### src/kli_pkg.sv
// Shared constants, register map and decode for the keypad level interrupt unit
`default_nettype none

package kli_pkg;

    // ************************************************************
    // Widths
    // ************************************************************
    localparam int KLI_LINES = 8;
    localparam int KLI_AW    = 8;
    localparam int KLI_DW    = 8;

    // ************************************************************
    // Register offsets
    // ************************************************************
    localparam logic [KLI_AW-1:0] KLI_ADDR_LEVEL_SEL  = 8'h9C;
    localparam logic [KLI_AW-1:0] KLI_ADDR_LINE_EN    = 8'h9D;
    localparam logic [KLI_AW-1:0] KLI_ADDR_LINE_FLAGS = 8'h9E;
    localparam logic [KLI_AW-1:0] KLI_ADDR_CTRL       = 8'h9F;
    localparam logic [KLI_AW-1:0] KLI_ADDR_LINE_STATE = 8'hA0;

    // ************************************************************
    // Reset values and fields
    // ************************************************************
    localparam logic [KLI_DW-1:0] KLI_RST_LEVEL_SEL  = 8'h00;
    localparam logic [KLI_DW-1:0] KLI_RST_LINE_EN    = 8'h00;
    localparam logic [KLI_DW-1:0] KLI_RST_LINE_FLAGS = 8'h00;
    localparam logic [KLI_DW-1:0] KLI_RST_CTRL       = 8'h00;
    localparam logic [KLI_DW-1:0] KLI_READ_IDLE      = 8'h00;
    localparam int                KLI_CTRL_GLOBAL_EN = 0;

    // ************************************************************
    // Register decode
    // ************************************************************
    typedef enum logic [2:0] {
        KLI_REG_NONE  = 3'b000,
        KLI_REG_LEVEL = 3'b001,
        KLI_REG_EN    = 3'b010,
        KLI_REG_FLAGS = 3'b011,
        KLI_REG_CTRL  = 3'b100,
        KLI_REG_STATE = 3'b101
    } kli_reg_t;

    function automatic kli_reg_t kli_decode(input logic [KLI_AW-1:0] addr);
        kli_reg_t r;
        r = KLI_REG_NONE;
        if (addr == KLI_ADDR_LEVEL_SEL) begin
            r = KLI_REG_LEVEL;
        end else if (addr == KLI_ADDR_LINE_EN) begin
            r = KLI_REG_EN;
        end else if (addr == KLI_ADDR_LINE_FLAGS) begin
            r = KLI_REG_FLAGS;
        end else if (addr == KLI_ADDR_CTRL) begin
            r = KLI_REG_CTRL;
        end else if (addr == KLI_ADDR_LINE_STATE) begin
            r = KLI_REG_STATE;
        end
        return r;
    endfunction

endpackage

`default_nettype wire

### src/kli_det_if.sv
// Carrier between the register block and the line level detector
`default_nettype none

interface kli_det_if #(
    parameter int N = 8
);
    logic [N-1:0] level_sel;
    logic [N-1:0] lines;
    logic [N-1:0] match;

    modport det (input level_sel, input lines, output match);
    modport ctl (output level_sel, output lines, input match);
endinterface

`default_nettype wire

### src/kli_line_detect.sv
// Per-line level comparator, registered once per system clock
`default_nettype none

module kli_line_detect
    import kli_pkg::*;
#(
    parameter int N = KLI_LINES
) (
    input  wire logic i_clk_sys,   // System clock
    input  wire logic i_rst,       // Synchronous reset, active high
    kli_det_if.det    det          // Level selects in, matches out
);

    // ************************************************************
    // Level compare
    // ************************************************************
    function automatic logic level_hit(input logic line, input logic sel);
        // Select one asks for a high level, zero for a low level
        return line == sel;
    endfunction

    logic [N-1:0] match_q;
    logic [N-1:0] next_match;

    always_comb begin
        next_match = match_q;
        for (int k = 0; k < N; k++) begin
            next_match[k] = level_hit(det.lines[k], det.level_sel[k]);
        end
    end

    always_ff @(posedge i_clk_sys) begin
        if (i_rst) begin
            match_q <= '0;
        end else begin
            match_q <= next_match;
        end
    end

    assign det.match = match_q;

endmodule

`default_nettype wire

### src/kli_keypad_irq.sv
// Keypad level interrupt unit: line flags, enables, level selects and shared request
//
// Behaviour
// - Each line sets its flag whenever its input shows the selected level.
// - Request is the OR over lines of flag AND that line's enable.
// - Enable zero leaves the pin plain I/O; its flag then raises no request.
// - Level select zero detects low, one detects high, per line.
// - Flag, enable and level select registers all read zero after reset.
// - Level select at 9Ch, enables at 9Dh, flags at 9Eh; bit n is line n.
// - A global keypad enable gates the shared request toward the interrupt system.
// - All lines share one request; software reads flags to find the source.
// - A selected level on an enabled line raises a wake request while the global keypad enable is set.
//
// Decided for this implementation: the strobed register port.
`default_nettype none

module kli_keypad_irq
    import kli_pkg::*;
#(
    parameter int N = KLI_LINES
) (
    input  wire logic              i_clk_sys,   // System clock, 40 MHz
    input  wire logic              i_rst,       // Synchronous reset, active high
    input  wire logic [N-1:0]      i_lines,     // Keypad port input lines
    input  wire logic [KLI_AW-1:0] i_addr,      // Register address
    input  wire logic [KLI_DW-1:0] i_wdata,     // Register write data
    input  wire logic              i_wr,        // Write strobe
    input  wire logic              i_rd,        // Read strobe
    output logic      [KLI_DW-1:0] o_rdata,     // Read data, the cycle after the read strobe
    output logic                   o_irq,       // Shared keypad interrupt request, level
    output logic                   o_wake,      // Wake request for idle and power-down
    output logic      [N-1:0]      o_key_mode   // Per line: one while the pin serves the keypad
);

    // ************************************************************
    // Elaboration check
    // ************************************************************
    // Registers are one byte wide, so more lines have no bits to live in
    if (N < 1 || N > KLI_DW) begin : g_bad_lines
        $error("kli_keypad_irq: N must lie between 1 and the register width");
    end

    // The global enable must be a real bit of the control register
    if (KLI_CTRL_GLOBAL_EN < 0 || KLI_CTRL_GLOBAL_EN >= KLI_DW) begin : g_bad_ctrl_bit
        $error("kli_keypad_irq: global enable bit lies outside the control register");
    end

    // A shared address would let one write land in two registers
    if (KLI_ADDR_LEVEL_SEL == KLI_ADDR_LINE_EN
        || KLI_ADDR_LEVEL_SEL == KLI_ADDR_LINE_FLAGS
        || KLI_ADDR_LEVEL_SEL == KLI_ADDR_CTRL
        || KLI_ADDR_LEVEL_SEL == KLI_ADDR_LINE_STATE
        || KLI_ADDR_LINE_EN == KLI_ADDR_LINE_FLAGS
        || KLI_ADDR_LINE_EN == KLI_ADDR_CTRL
        || KLI_ADDR_LINE_EN == KLI_ADDR_LINE_STATE
        || KLI_ADDR_LINE_FLAGS == KLI_ADDR_CTRL
        || KLI_ADDR_LINE_FLAGS == KLI_ADDR_LINE_STATE
        || KLI_ADDR_CTRL == KLI_ADDR_LINE_STATE) begin : g_bad_map
        $error("kli_keypad_irq: two registers share one address");
    end

    // The decode table must send each mapped address to its own register
    if (kli_decode(KLI_ADDR_LEVEL_SEL) != KLI_REG_LEVEL
        || kli_decode(KLI_ADDR_LINE_EN) != KLI_REG_EN
        || kli_decode(KLI_ADDR_LINE_FLAGS) != KLI_REG_FLAGS
        || kli_decode(KLI_ADDR_CTRL) != KLI_REG_CTRL
        || kli_decode(KLI_ADDR_LINE_STATE) != KLI_REG_STATE) begin : g_bad_decode
        $error("kli_keypad_irq: register decode does not match the address map");
    end

    // Reset values may only use bits that a line owns
    if (((KLI_RST_LEVEL_SEL | KLI_RST_LINE_EN | KLI_RST_LINE_FLAGS) >> N) != '0) begin : g_bad_reset
        $error("kli_keypad_irq: a reset value sets a bit above the last line");
    end

    // ************************************************************
    // Register map
    // ************************************************************
    //   Offset  Register       Access  Reset  Bit n
    //   9Ch     level select   RW      00h    1 detects high, 0 detects low on line n
    //   9Dh     line enable    RW      00h    1 lets flag n ask for service
    //   9Eh     line flags     W1C     00h    set by the level on line n, write one to clear
    //   9Fh     control        RW      00h    bit 0 only: global keypad enable
    //   A0h     line state     RO      -      registered match of line n
    //   Other addresses: writes dropped, reads give 00h
    //
    // Latency from a line reaching its level, in rising edges:
    //   1  match register
    //   2  flag, and wake when the line and the block are enabled
    //   3  request, when flag, line enable and global enable are all set
    //   Clear: a one written takes effect at its edge, the request falls one edge later
    //
    // Limitation: wake leaves a flip-flop, so the clock must keep running in power-down
    //
    // Bus: a strobe is taken at the rising edge where it is high
    // Read data stand in the next cycle only; idle read data are zero
    // A read right after a write sees the new value

    // ************************************************************
    // Helpers
    // ************************************************************
    function automatic logic [KLI_DW-1:0] widen(input logic [N-1:0] v);
        // Unused upper bits always read as zero
        return KLI_DW'(v);
    endfunction

    function automatic logic [N-1:0] narrow(input logic [KLI_DW-1:0] v);
        return v[N-1:0];
    endfunction

    // ************************************************************
    // Bus decode
    // ************************************************************
    kli_reg_t wr_sel;
    kli_reg_t rd_sel;

    assign wr_sel = i_wr ? kli_decode(i_addr) : KLI_REG_NONE;
    assign rd_sel = i_rd ? kli_decode(i_addr) : KLI_REG_NONE;

    // ************************************************************
    // Level detector
    // ************************************************************
    kli_det_if #(.N(N)) det_bus ();

    logic [N-1:0] level_sel;
    logic [N-1:0] line_en;
    logic [N-1:0] line_flags;
    logic         global_en;

    assign det_bus.level_sel = level_sel;
    assign det_bus.lines     = i_lines;

    kli_line_detect #(
        .N (N)
    ) u_detect (
        .i_clk_sys (i_clk_sys),
        .i_rst     (i_rst),
        .det       (det_bus)
    );

    // ************************************************************
    // Per-line pending terms
    // ************************************************************
    logic [N-1:0] line_pending;
    logic [N-1:0] line_wake;

    for (genvar g = 0; g < N; g++) begin : g_line
        // A disabled line keeps its flag but never asks for service
        assign line_pending[g] = line_flags[g] & line_en[g];
        assign line_wake[g]    = det_bus.match[g] & line_en[g];
    end

    // ************************************************************
    // Register file
    // ************************************************************
    logic [N-1:0] next_level_sel;
    logic [N-1:0] next_line_en;
    logic [N-1:0] next_line_flags;
    logic         next_global_en;
    logic [N-1:0] flag_clear;
    logic [N-1:0] flag_set;

    always_comb begin
        next_level_sel  = level_sel;
        next_line_en    = line_en;
        next_global_en  = global_en;
        flag_clear      = '0;
        unique case (wr_sel)
            KLI_REG_LEVEL: begin
                next_level_sel = narrow(i_wdata);
            end
            KLI_REG_EN: begin
                next_line_en = narrow(i_wdata);
            end
            KLI_REG_FLAGS: begin
                // Writing a one clears that flag, zeros leave flags alone
                flag_clear = narrow(i_wdata);
            end
            KLI_REG_CTRL: begin
                next_global_en = i_wdata[KLI_CTRL_GLOBAL_EN];
            end
            KLI_REG_STATE,
            KLI_REG_NONE: begin
                // Line state is read only; unmapped writes are dropped
            end
            default: begin
            end
        endcase
    end

    always_ff @(posedge i_clk_sys) begin
        if (i_rst) begin
            level_sel  <= narrow(KLI_RST_LEVEL_SEL);
            line_en    <= narrow(KLI_RST_LINE_EN);
            global_en  <= KLI_RST_CTRL[KLI_CTRL_GLOBAL_EN];
        end else begin
            level_sel  <= next_level_sel;
            line_en    <= next_line_en;
            global_en  <= next_global_en;
        end
    end

    // ************************************************************
    // Line flags
    // ************************************************************
    // Flags are set whether or not the line is enabled; enable only gates service
    always_comb begin
        flag_set        = det_bus.match;
        // A level seen in the clearing cycle wins, so no key press is lost
        next_line_flags = (line_flags & ~flag_clear) | flag_set;
    end

    always_ff @(posedge i_clk_sys) begin
        if (i_rst) begin
            line_flags <= narrow(KLI_RST_LINE_FLAGS);
        end else begin
            line_flags <= next_line_flags;
        end
    end

    // ************************************************************
    // Read path
    // ************************************************************
    // Data stand for one cycle only, so a held value is never mistaken for a new read
    logic [KLI_DW-1:0] rdata_q;
    logic [KLI_DW-1:0] next_rdata;

    always_comb begin
        next_rdata = KLI_READ_IDLE;
        unique case (rd_sel)
            KLI_REG_LEVEL: begin
                next_rdata = widen(level_sel);
            end
            KLI_REG_EN: begin
                next_rdata = widen(line_en);
            end
            KLI_REG_FLAGS: begin
                // Software walks these bits to find which line asked
                next_rdata = widen(line_flags);
            end
            KLI_REG_CTRL: begin
                next_rdata = KLI_READ_IDLE;
                next_rdata[KLI_CTRL_GLOBAL_EN] = global_en;
            end
            KLI_REG_STATE: begin
                next_rdata = widen(det_bus.match);
            end
            KLI_REG_NONE: begin
                next_rdata = KLI_READ_IDLE;
            end
            default: begin
                next_rdata = KLI_READ_IDLE;
            end
        endcase
    end

    always_ff @(posedge i_clk_sys) begin
        if (i_rst) begin
            rdata_q <= KLI_READ_IDLE;
        end else begin
            rdata_q <= next_rdata;
        end
    end

    assign o_rdata = rdata_q;

    // ************************************************************
    // Request and pin outputs
    // ************************************************************
    // Request costs one cycle of latency so every output leaves a flip-flop
    logic         irq_q;
    logic         wake_q;
    logic [N-1:0] key_mode_q;
    logic         next_irq;
    logic         next_wake;
    logic [N-1:0] next_key_mode;

    always_comb begin
        next_irq      = global_en & (|line_pending);
        // Wake does not wait for the flag, so a clock-stopped core can still be roused
        next_wake     = global_en & (|line_wake);
        next_key_mode = line_en;
    end

    always_ff @(posedge i_clk_sys) begin
        if (i_rst) begin
            irq_q      <= 1'b0;
            wake_q     <= 1'b0;
            key_mode_q <= '0;
        end else begin
            irq_q      <= next_irq;
            wake_q     <= next_wake;
            key_mode_q <= next_key_mode;
        end
    end

    assign o_irq      = irq_q;
    assign o_wake     = wake_q;
    assign o_key_mode = key_mode_q;

endmodule

`default_nettype wire

### config.mk
export PLATFORM = sky130hd
export DESIGN_NAME = kli_keypad_irq
export DESIGN_NICKNAME = d
export VERILOG_FILES = /design/src/kli_pkg.sv /design/src/kli_det_if.sv /design/src/kli_line_detect.sv /design/src/kli_keypad_irq.sv
export SDC_FILE = /design/constraint.sdc
export NUM_CORES = 1
export LEC_CHECK = 0
export ABC_AREA = 1
export ABC_CLOCK_PERIOD_IN_PS = 2600
export BUFFER_PORTS_ARGS = -buffer_cell sky130_fd_sc_hd__buf_2
export CAP_MARGIN = 20
export CORE_AREA = 2 2 81 83
export CTS_CLUSTER_DIAMETER = 40
export CTS_CLUSTER_SIZE = 10
export DETAILED_ROUTE_END_ITERATION = 8
export DIE_AREA = 0 0 83 85
export PLACE_DENSITY = 0.62
export SYNTH_ARGS = -nofsm -noshare
export SYNTH_HDL_FRONTEND = slang
export SYNTH_SLANG_ARGS = --single-unit
### constraint.sdc
create_clock -name i_clk_sys -period 2.6 [get_ports i_clk_sys]
set_input_delay 0.39 -clock i_clk_sys [delete_from_list [all_inputs] [get_ports i_clk_sys]]
set_output_delay 0.39 -clock i_clk_sys [all_outputs]
set_load 0.02 [all_outputs]
==> reports/results.ini, run 1 <==
[cts]
cts-resized-gates = 0
cts_made_buffers = 5
ctsHoldBuffers = 0
clk_path_buf_depth = 2
path_clk_slew_ps = 90
clk_latency_ps = 310
root_buffer = clkbuf_8
cts_setup_buffers = 0
cts_tree = yes
cts_htree_levels = 2
clock_sinks = 51

[logic_synthesis]
netlist-cell-type-count = 33
ys_seq_area_frac = 0.421
syn_inst = 310
synth-seq-cells = 51
syn_area_per_cell_um2 = 7.81
synth.area.top_cells = dfxtp_1 42%, nand2_1 8.4%, inv_1 6.2%
synth.top_cell.area_share = 0.421
yosysWarnings = 0
yosysTopAreaCell = dfxtp_1
syn_nets = 338
syn_area_um2 = 2420

[status]
status = finished clean

[layout]
antenna_cells = 0
nets = 381
final_area_um2 = 2770
fillCellCount = 646
area_growth_syn_to_layout_pct = 14.5
drive_above_1_share = 0.237

[place]
dpl-instance-area_um2 = 2680
gp_congestion = 0.857
io_buffers = 45
dp_hpwl_mm = 4.12

[flow_run]
maxCapViolCount = 0

[worst_setup_path]
reg2reg_from = line_en[7]
crit_slowest_cell = inv_1
worstPathCellList = buf_2 > inv_1 > nand2_1 > nor2_1 > nand2_4 > nand2_4 > inv_1 > nand4_1 > nand2_1 > inv_1 > nand3_1 > nand2_1 > inv_1
required_ps = 2810
cp_slowest_stage_delay_ps = 210
cpMostUsedCell = inv_1
startpoint = i_addr[4]
crit_type = in -> reg
critPathLaunchType = primary input
setup.worst_path.end_class = flop
cp_max_fo = 15
arrival_ps = 1670

[sta]
worst_pin_slew_ps = 491
hold_viol = 0
fin_worst_skew_ps = 8.68
final_max_slew_viol_count = 0
period_share = 0.563
rsz0062_at_grt = no
fmax_ghz = 0.683
setup_viol = 0
fin_crit_ps = 1460
fin_tns_setup_ps = 0
timing.slew.headroom = 0.673

[global_route]
grt_pass1_vias = 1919
grt_max_degree = 37
grt_first_pass_wirelength_mm = 9.49
grtUsageTotal = 0.168
antenna_found_initial = 0
grt-ovfl-total = 0

[power_and_ir_drop]
pwr-share-comb = 0.071
power.density_nw_per_um2 = 500
max-vdd-ir-drop_mv = 0.309
p_int_uw = 1050
sw_frac_of_total = 0.242
seq_power_share = 0.585
switchingPower_uw = 336
leakagePower_uw = 0.00134
power_frac_clock = 0.344

[drt]
drt_iter0_markers = 164
vias = 2099
viasPerCell = 4.87
wl_per_cell_um = 13.1
drt-met1-wl_mm = 2.61
ant_nets = 0
drt_pass1_iterations = 4
route.top_layer_used = met4
met3RoutedLength_um = 302
wl_met2_mm = 2.65
drc = 0
drt_wl_total_mm = 5.65

[die]
coreArea_um2 = 6200
boundaryPins = 46
rows = 29
die_y_um = 85
start_util = 0.390
die-area_um2 = 7060
die_width_um = 83

[hold_path]
min_path_type = in -> reg
hp-start = i_lines[3]

-- worst paths after layout --
| check | to | slack [ps] | cells past startpoint |
|---|---|---|---|
| worst min register to register | o_key_mode[2] | 500 | 2 |
| worst max-delay path | o_rdata[7] | 1140 | 13 |
| worst min-delay path | u_detect.det.match[3] | 310 | 3 |
| worst max register to register | o_wake | 1530 | 4 |
-- kinds of logic after synthesis --
| group | after synthesis | share of synthesized area |
|---|---|---|
| compound gates | 43 | 0.0961 |
| xor+xnor | 8 | 0.0289 |
| flops | 51 | 0.421 |
| simple gates | 150 | 0.343 |
| buf+inv | 58 | 0.110 |
-- cells in the mapped netlist --
cell	n
nand2_1	54
dfxtp_1	51
inv_1	40
nor2_1	29
nand3_1	26
a21oi_1	24
nand4_1	16
o21ai_1	8
xor2_1	8
nand2_4	7
o21ai_0	5
inv_2	4
nand2_2	4
nand3_2	4
buf_1	3
nor2_8	3
a211oi_1	2
a221oi_1	2
buf_6	2
clkbuf_1	2
clkinv_2	2
inv_6	2
nor3_1	2
buf_12	1
buf_2	1
buf_4	1
nand2_8	1
nand3_4	1
nand4_4	1
nor2_2	1
nor2_4	1
o2111ai_1	1
o22ai_1	1
-- registers in the layout, indices dropped and copies added (netlist names) --
| register | cells |
|---|---|
| u_detect.det.match | 8 |
| o_wake | 1 |
| global_en | 1 |
| o_rdata | 8 |
| det_bus.level_sel | 8 |
| line_en | 8 |
| line_flags | 8 |
| o_irq | 1 |
| o_key_mode | 8 |
-- critical path, delay by kind of cell --
| family | cells | cell delay (ps) |
|---|---|---|
| buffers and inverters | 5 | 470 |
| and+or+nand+nor | 8 | 800 |
-- power groups by stage --
stage / clock network [µW] / logic (µW) / registers (µW)
finish: 477 / 98.8 / 811
CTS: 490 / 99.7 / 811
global placement: 0 / 98.5 / 829
global route: 524 / 111 / 813
floorplan: 0 / 59.9 / 825
detailed placement: 0 / 99.2 / 829
-- metal layers --
layer | track usage | up-vias
met2 | 0.280 | 55
met5 | 0 | -
met4 | 0.0551 | 0
li1 | - | 1083
met3 | 0.0360 | 8
met1 | 0.218 | 953
-- cell type report --
type,count,area (µm²),area share
Inverter,48,193,0.0695
Tap cell,77,96.3,0.0347
Sequential cell,51,1020,0.368
Timing Repair Buffer,46,233,0.0839
Clock inverter,1,8.76,0.00316
Multi-Input combinational cell,201,1130,0.409
Clock buffer,7,86.3,0.0311
-- placed cells by master, fill, tap and decap left out, types with 3 or more instances in the layout --
cell type,count
nand2_2,4
xor2_1,8
a21oi_1,24
o21ai_1,8
buf_2,45
inv_1,40
nand3_1,26
nand4_1,16
inv_2,4
nor2_8,3
clkbuf_8,6
dfxtp_1,51
o21ai_0,5
nand3_2,4
nand2_4,7
nand2_1,54
nor2_1,29
-- metrics by stage --
step,utilization,setup slack (ps),std cells,total power [µW],hold WS (ps)
2_1_floorplan,-,1160,310,885,442
3_3_place_gp,0.432,828,423,927,479
3_5_place_dp,0.432,826,423,929,483
4_1_cts,0.447,1150,431,1400,314
5_1_grt,0.447,982,431,1450,316
6_report,0.447,1140,431,1390,313
Note: power is estimated with default switching activity, not from simulation.
==> run 2: changes to the inputs <==
--- a/config.mk
+++ b/config.mk
@@ -5,16 +5,16 @@
 export SDC_FILE = /design/constraint.sdc
 export NUM_CORES = 1
 export LEC_CHECK = 0
-export ABC_AREA = 1
-export ABC_CLOCK_PERIOD_IN_PS = 2600
+export ABC_AREA = 0
+export ABC_CLOCK_PERIOD_IN_PS = 1200
 export BUFFER_PORTS_ARGS = -buffer_cell sky130_fd_sc_hd__buf_2
 export CAP_MARGIN = 20
-export CORE_AREA = 2 2 81 83
+export CORE_AREA = 2 2 76 78
 export CTS_CLUSTER_DIAMETER = 40
 export CTS_CLUSTER_SIZE = 10
 export DETAILED_ROUTE_END_ITERATION = 8
-export DIE_AREA = 0 0 83 85
-export PLACE_DENSITY = 0.62
+export DIE_AREA = 0 0 78 80
+export PLACE_DENSITY = 0.65
 export SYNTH_ARGS = -nofsm -noshare
 export SYNTH_HDL_FRONTEND = slang
 export SYNTH_SLANG_ARGS = --single-unit
==> constraint.sdc (replaced) <==
create_clock -name i_clk_sys -period 1.2 [get_ports i_clk_sys]
set_input_delay 0.18 -clock i_clk_sys [delete_from_list [all_inputs] [get_ports i_clk_sys]]
set_output_delay 0.18 -clock i_clk_sys [all_outputs]
set_load 0.02 [all_outputs]
==> run 2 against run 1 <==
Sequential share of layout area rose by 0.75 points. Combinational power rose by 120%. First-iteration DRC count fell by 38%. Final area fell by 2.0%. Area after synthesis fell by 14%. Total power rose by 110%.
==> reports/results.ini, run 2 <==
[global_route]
grt-ovfl-total = 0
grt_first_pass_wirelength_mm = 7.98
grtUsageTotal = 0.166
grt_pass1_vias = 1675
grt_max_degree = 18
antenna_found_initial = 0

[worst_setup_path]
reg2reg_depth = 4
crit_family = simple AND/OR/NAND/NOR gates
arrival_ps = 1410
cpMostUsedCell = buf_6
cp_max_fo = 4
critPathLaunchType = primary input
cp_num_buf_inv = 3
cp_slowest_stage_delay_ps = 280
setup.worst_path.end_class = flop
startpoint = i_addr[5]
worstReg2RegEnd = o_rdata[0]
crit_type = in -> reg
r2r_slack_ps = 290
reg2reg_from = global_en
required_ps = 1430
worstPathCellList = buf_6 > and4b_1 > nand3_2 > buf_6 > nor4_4 > buf_4 > mux2i_1
cp.depth = 7
crit_slowest_cell = and4b_1

[sta]
final_max_slew_viol_count = 0
fin_worst_skew_ps = 4.66
setup_viol = 0
timing.slew.headroom = 0.768
period_share = 0.985
worst_pin_slew_ps = 343
fin_tns_setup_ps = 0
fin_crit_ps = 1180
fin_ws_ps = 17.7
hold_viol = 0
fmax_ghz = 0.846
rsz0062_at_grt = yes

[hold_path]
min_path_type = in -> reg
min_to = u_detect.det.match[1]
min_path_cells = 3
hp-start = i_lines[1]

[die]
rows = 27
die-area_um2 = 6240
coreArea_um2 = 5410
die_width_um = 78
boundaryPins = 46
die_y_um = 80
start_util = 0.388

[layout]
register_area_um2 = 1020
layout_commonest_cell = dfxtp_1
fillCellCount = 540
multiInputGateArea_um2 = 1060
area_growth_syn_to_layout_pct = 29.7
drive_above_1_share = 0.314
fin_cells = 349
nets = 304
antenna_cells = 0
layout_common_cells = 51 x dfxtp_1, 44 x buf_2, 27 x nor2_1

[logic_synthesis]
yosysWarnings = 0
synth.top_cell.area_share = 0.487
netlist-cell-type-count = 31
syn_area_um2 = 2090
ys_seq_area_frac = 0.487
syn_inst = 211
async_flop_share = 0
synth_ff_type = dfxtp_1
synth-edff-count = 0
synth-seq-cells = 51
syn_nets = 239
syn_area_per_cell_um2 = 9.93
yosys.cell_count.top_type = dfxtp_1
yosysTopAreaCell = dfxtp_1
synth.area.top_cells = dfxtp_1 49%, mux2i_1 8.1%, a22oi_1 5.7%
synth_common_cells = 51 x dfxtp_1, 27 x nor2_1, 19 x nand2b_1, 17 x mux2i_1, 16 x a22oi_1

[cts]
root_buffer = clkbuf_8
cts_made_buffers = 5
cts_htree_levels = 2
clk_path_buf_depth = 2
clk_latency_ps = 300
clock_sinks = 51
path_clk_slew_ps = 90
ctsHoldBuffers = 0
cts_tree = yes

[drt]
drc = 0
drt_pass1_iterations = 4
ant_nets = 0
drt_iter0_markers = 101
wl_per_cell_um = 14.5
viasPerCell = 5.17
vias = 1805
drt_wl_total_mm = 5.04

[flow_run]
maxCapViolCount = 0

[power_and_ir_drop]
leakagePower_uw = 0.00122
max-vdd-ir-drop_mv = 0.449
power.density_nw_per_um2 = 1090

[status]
status = finished clean

[place]
pre_cts_ws_ps = -350
gp_congestion = 0.839
dp_hpwl_mm = 3.65
io_buffers = 45
place_inst = 338

-- run 2: cell type report --
class / instances / area share
well taps: 72 / 0.0331
inverters: 2 / 0.00276
clock inverters: 2 / 0.00460
clock buffers: 6 / 0.0267
repair buffers: 70 / 0.166
multi-input cells: 146 / 0.391
flip-flops and latches: 51 / 0.376
-- run 2: routing by layer --
| layer | up-vias | share of wire | track usage |
|---|---|---|---|
| met5 | - | 0 | 0 |
| met4 | 0 | 0.0040 | 0.0509 |
| met3 | 4 | 0.056 | 0.0385 |
| met2 | 58 | 0.47 | 0.265 |
| met1 | 858 | 0.47 | 0.223 |
| li1 | 885 | - | - |
-- run 2: worst max path at each step --
stage	slack [ps]	to
6_report	20	det_bus.level_sel[5]
3_5_place_dp	-350	det_bus.level_sel[2]
5_1_grt	-50	det_bus.level_sel[5]
3_3_place_gp	-350	det_bus.level_sel[2]
2_1_floorplan	-170	det_bus.level_sel[3]
4_1_cts	3	det_bus.level_sel[5]
-- run 2: cell families (layout without fill, tap and decap cells) --
family / after synthesis / after routing / share of synthesized area
AOI/OAI and AO/OA: 37 / 37 / 0.131
buffers and inverters: 14 / 80 / 0.0311
muxes: 17 / 17 / 0.0812
and+or+nand+nor: 84 / 84 / 0.235
DFF: 51 / 51 / 0.487
xor gates and xnor gates: 8 / 8 / 0.0335
-- run 2: through the flow --
stage	hold slack (ps)	cell area (µm²)	power, µW	util
after detailed placement	423	2550	2000	0.473
after floorplan	321	2130	1890	-
after CTS	102	2650	2960	0.491
final	111	2720	2950	0.503
after global placement	419	2550	2000	0.473
after global routing	107	2720	3070	0.503
-- run 2: what timing repair did --
| item | CTS | global route |
|---|---|---|
| setup buffers | 0 | 3 |
| resized for setup | 3 | 8 |
| setup endpoints to repair | 7 | 13 |
| hold endpoints to repair | 0 | 0 |
| pin swaps | 1 | 2 |
-- run 2: where the power goes --
group	internal (µW)	switching, µW
clock	409	563
combinational	114	108
sequential	1730	32.2
-- run 2: worst reg2reg max path: stages (launching register included) --
cell and delay [ps]:
dfxtp_1 340, inv_1 40, o2bb2ai_1 140, a32oi_1 70, o32ai_1 230
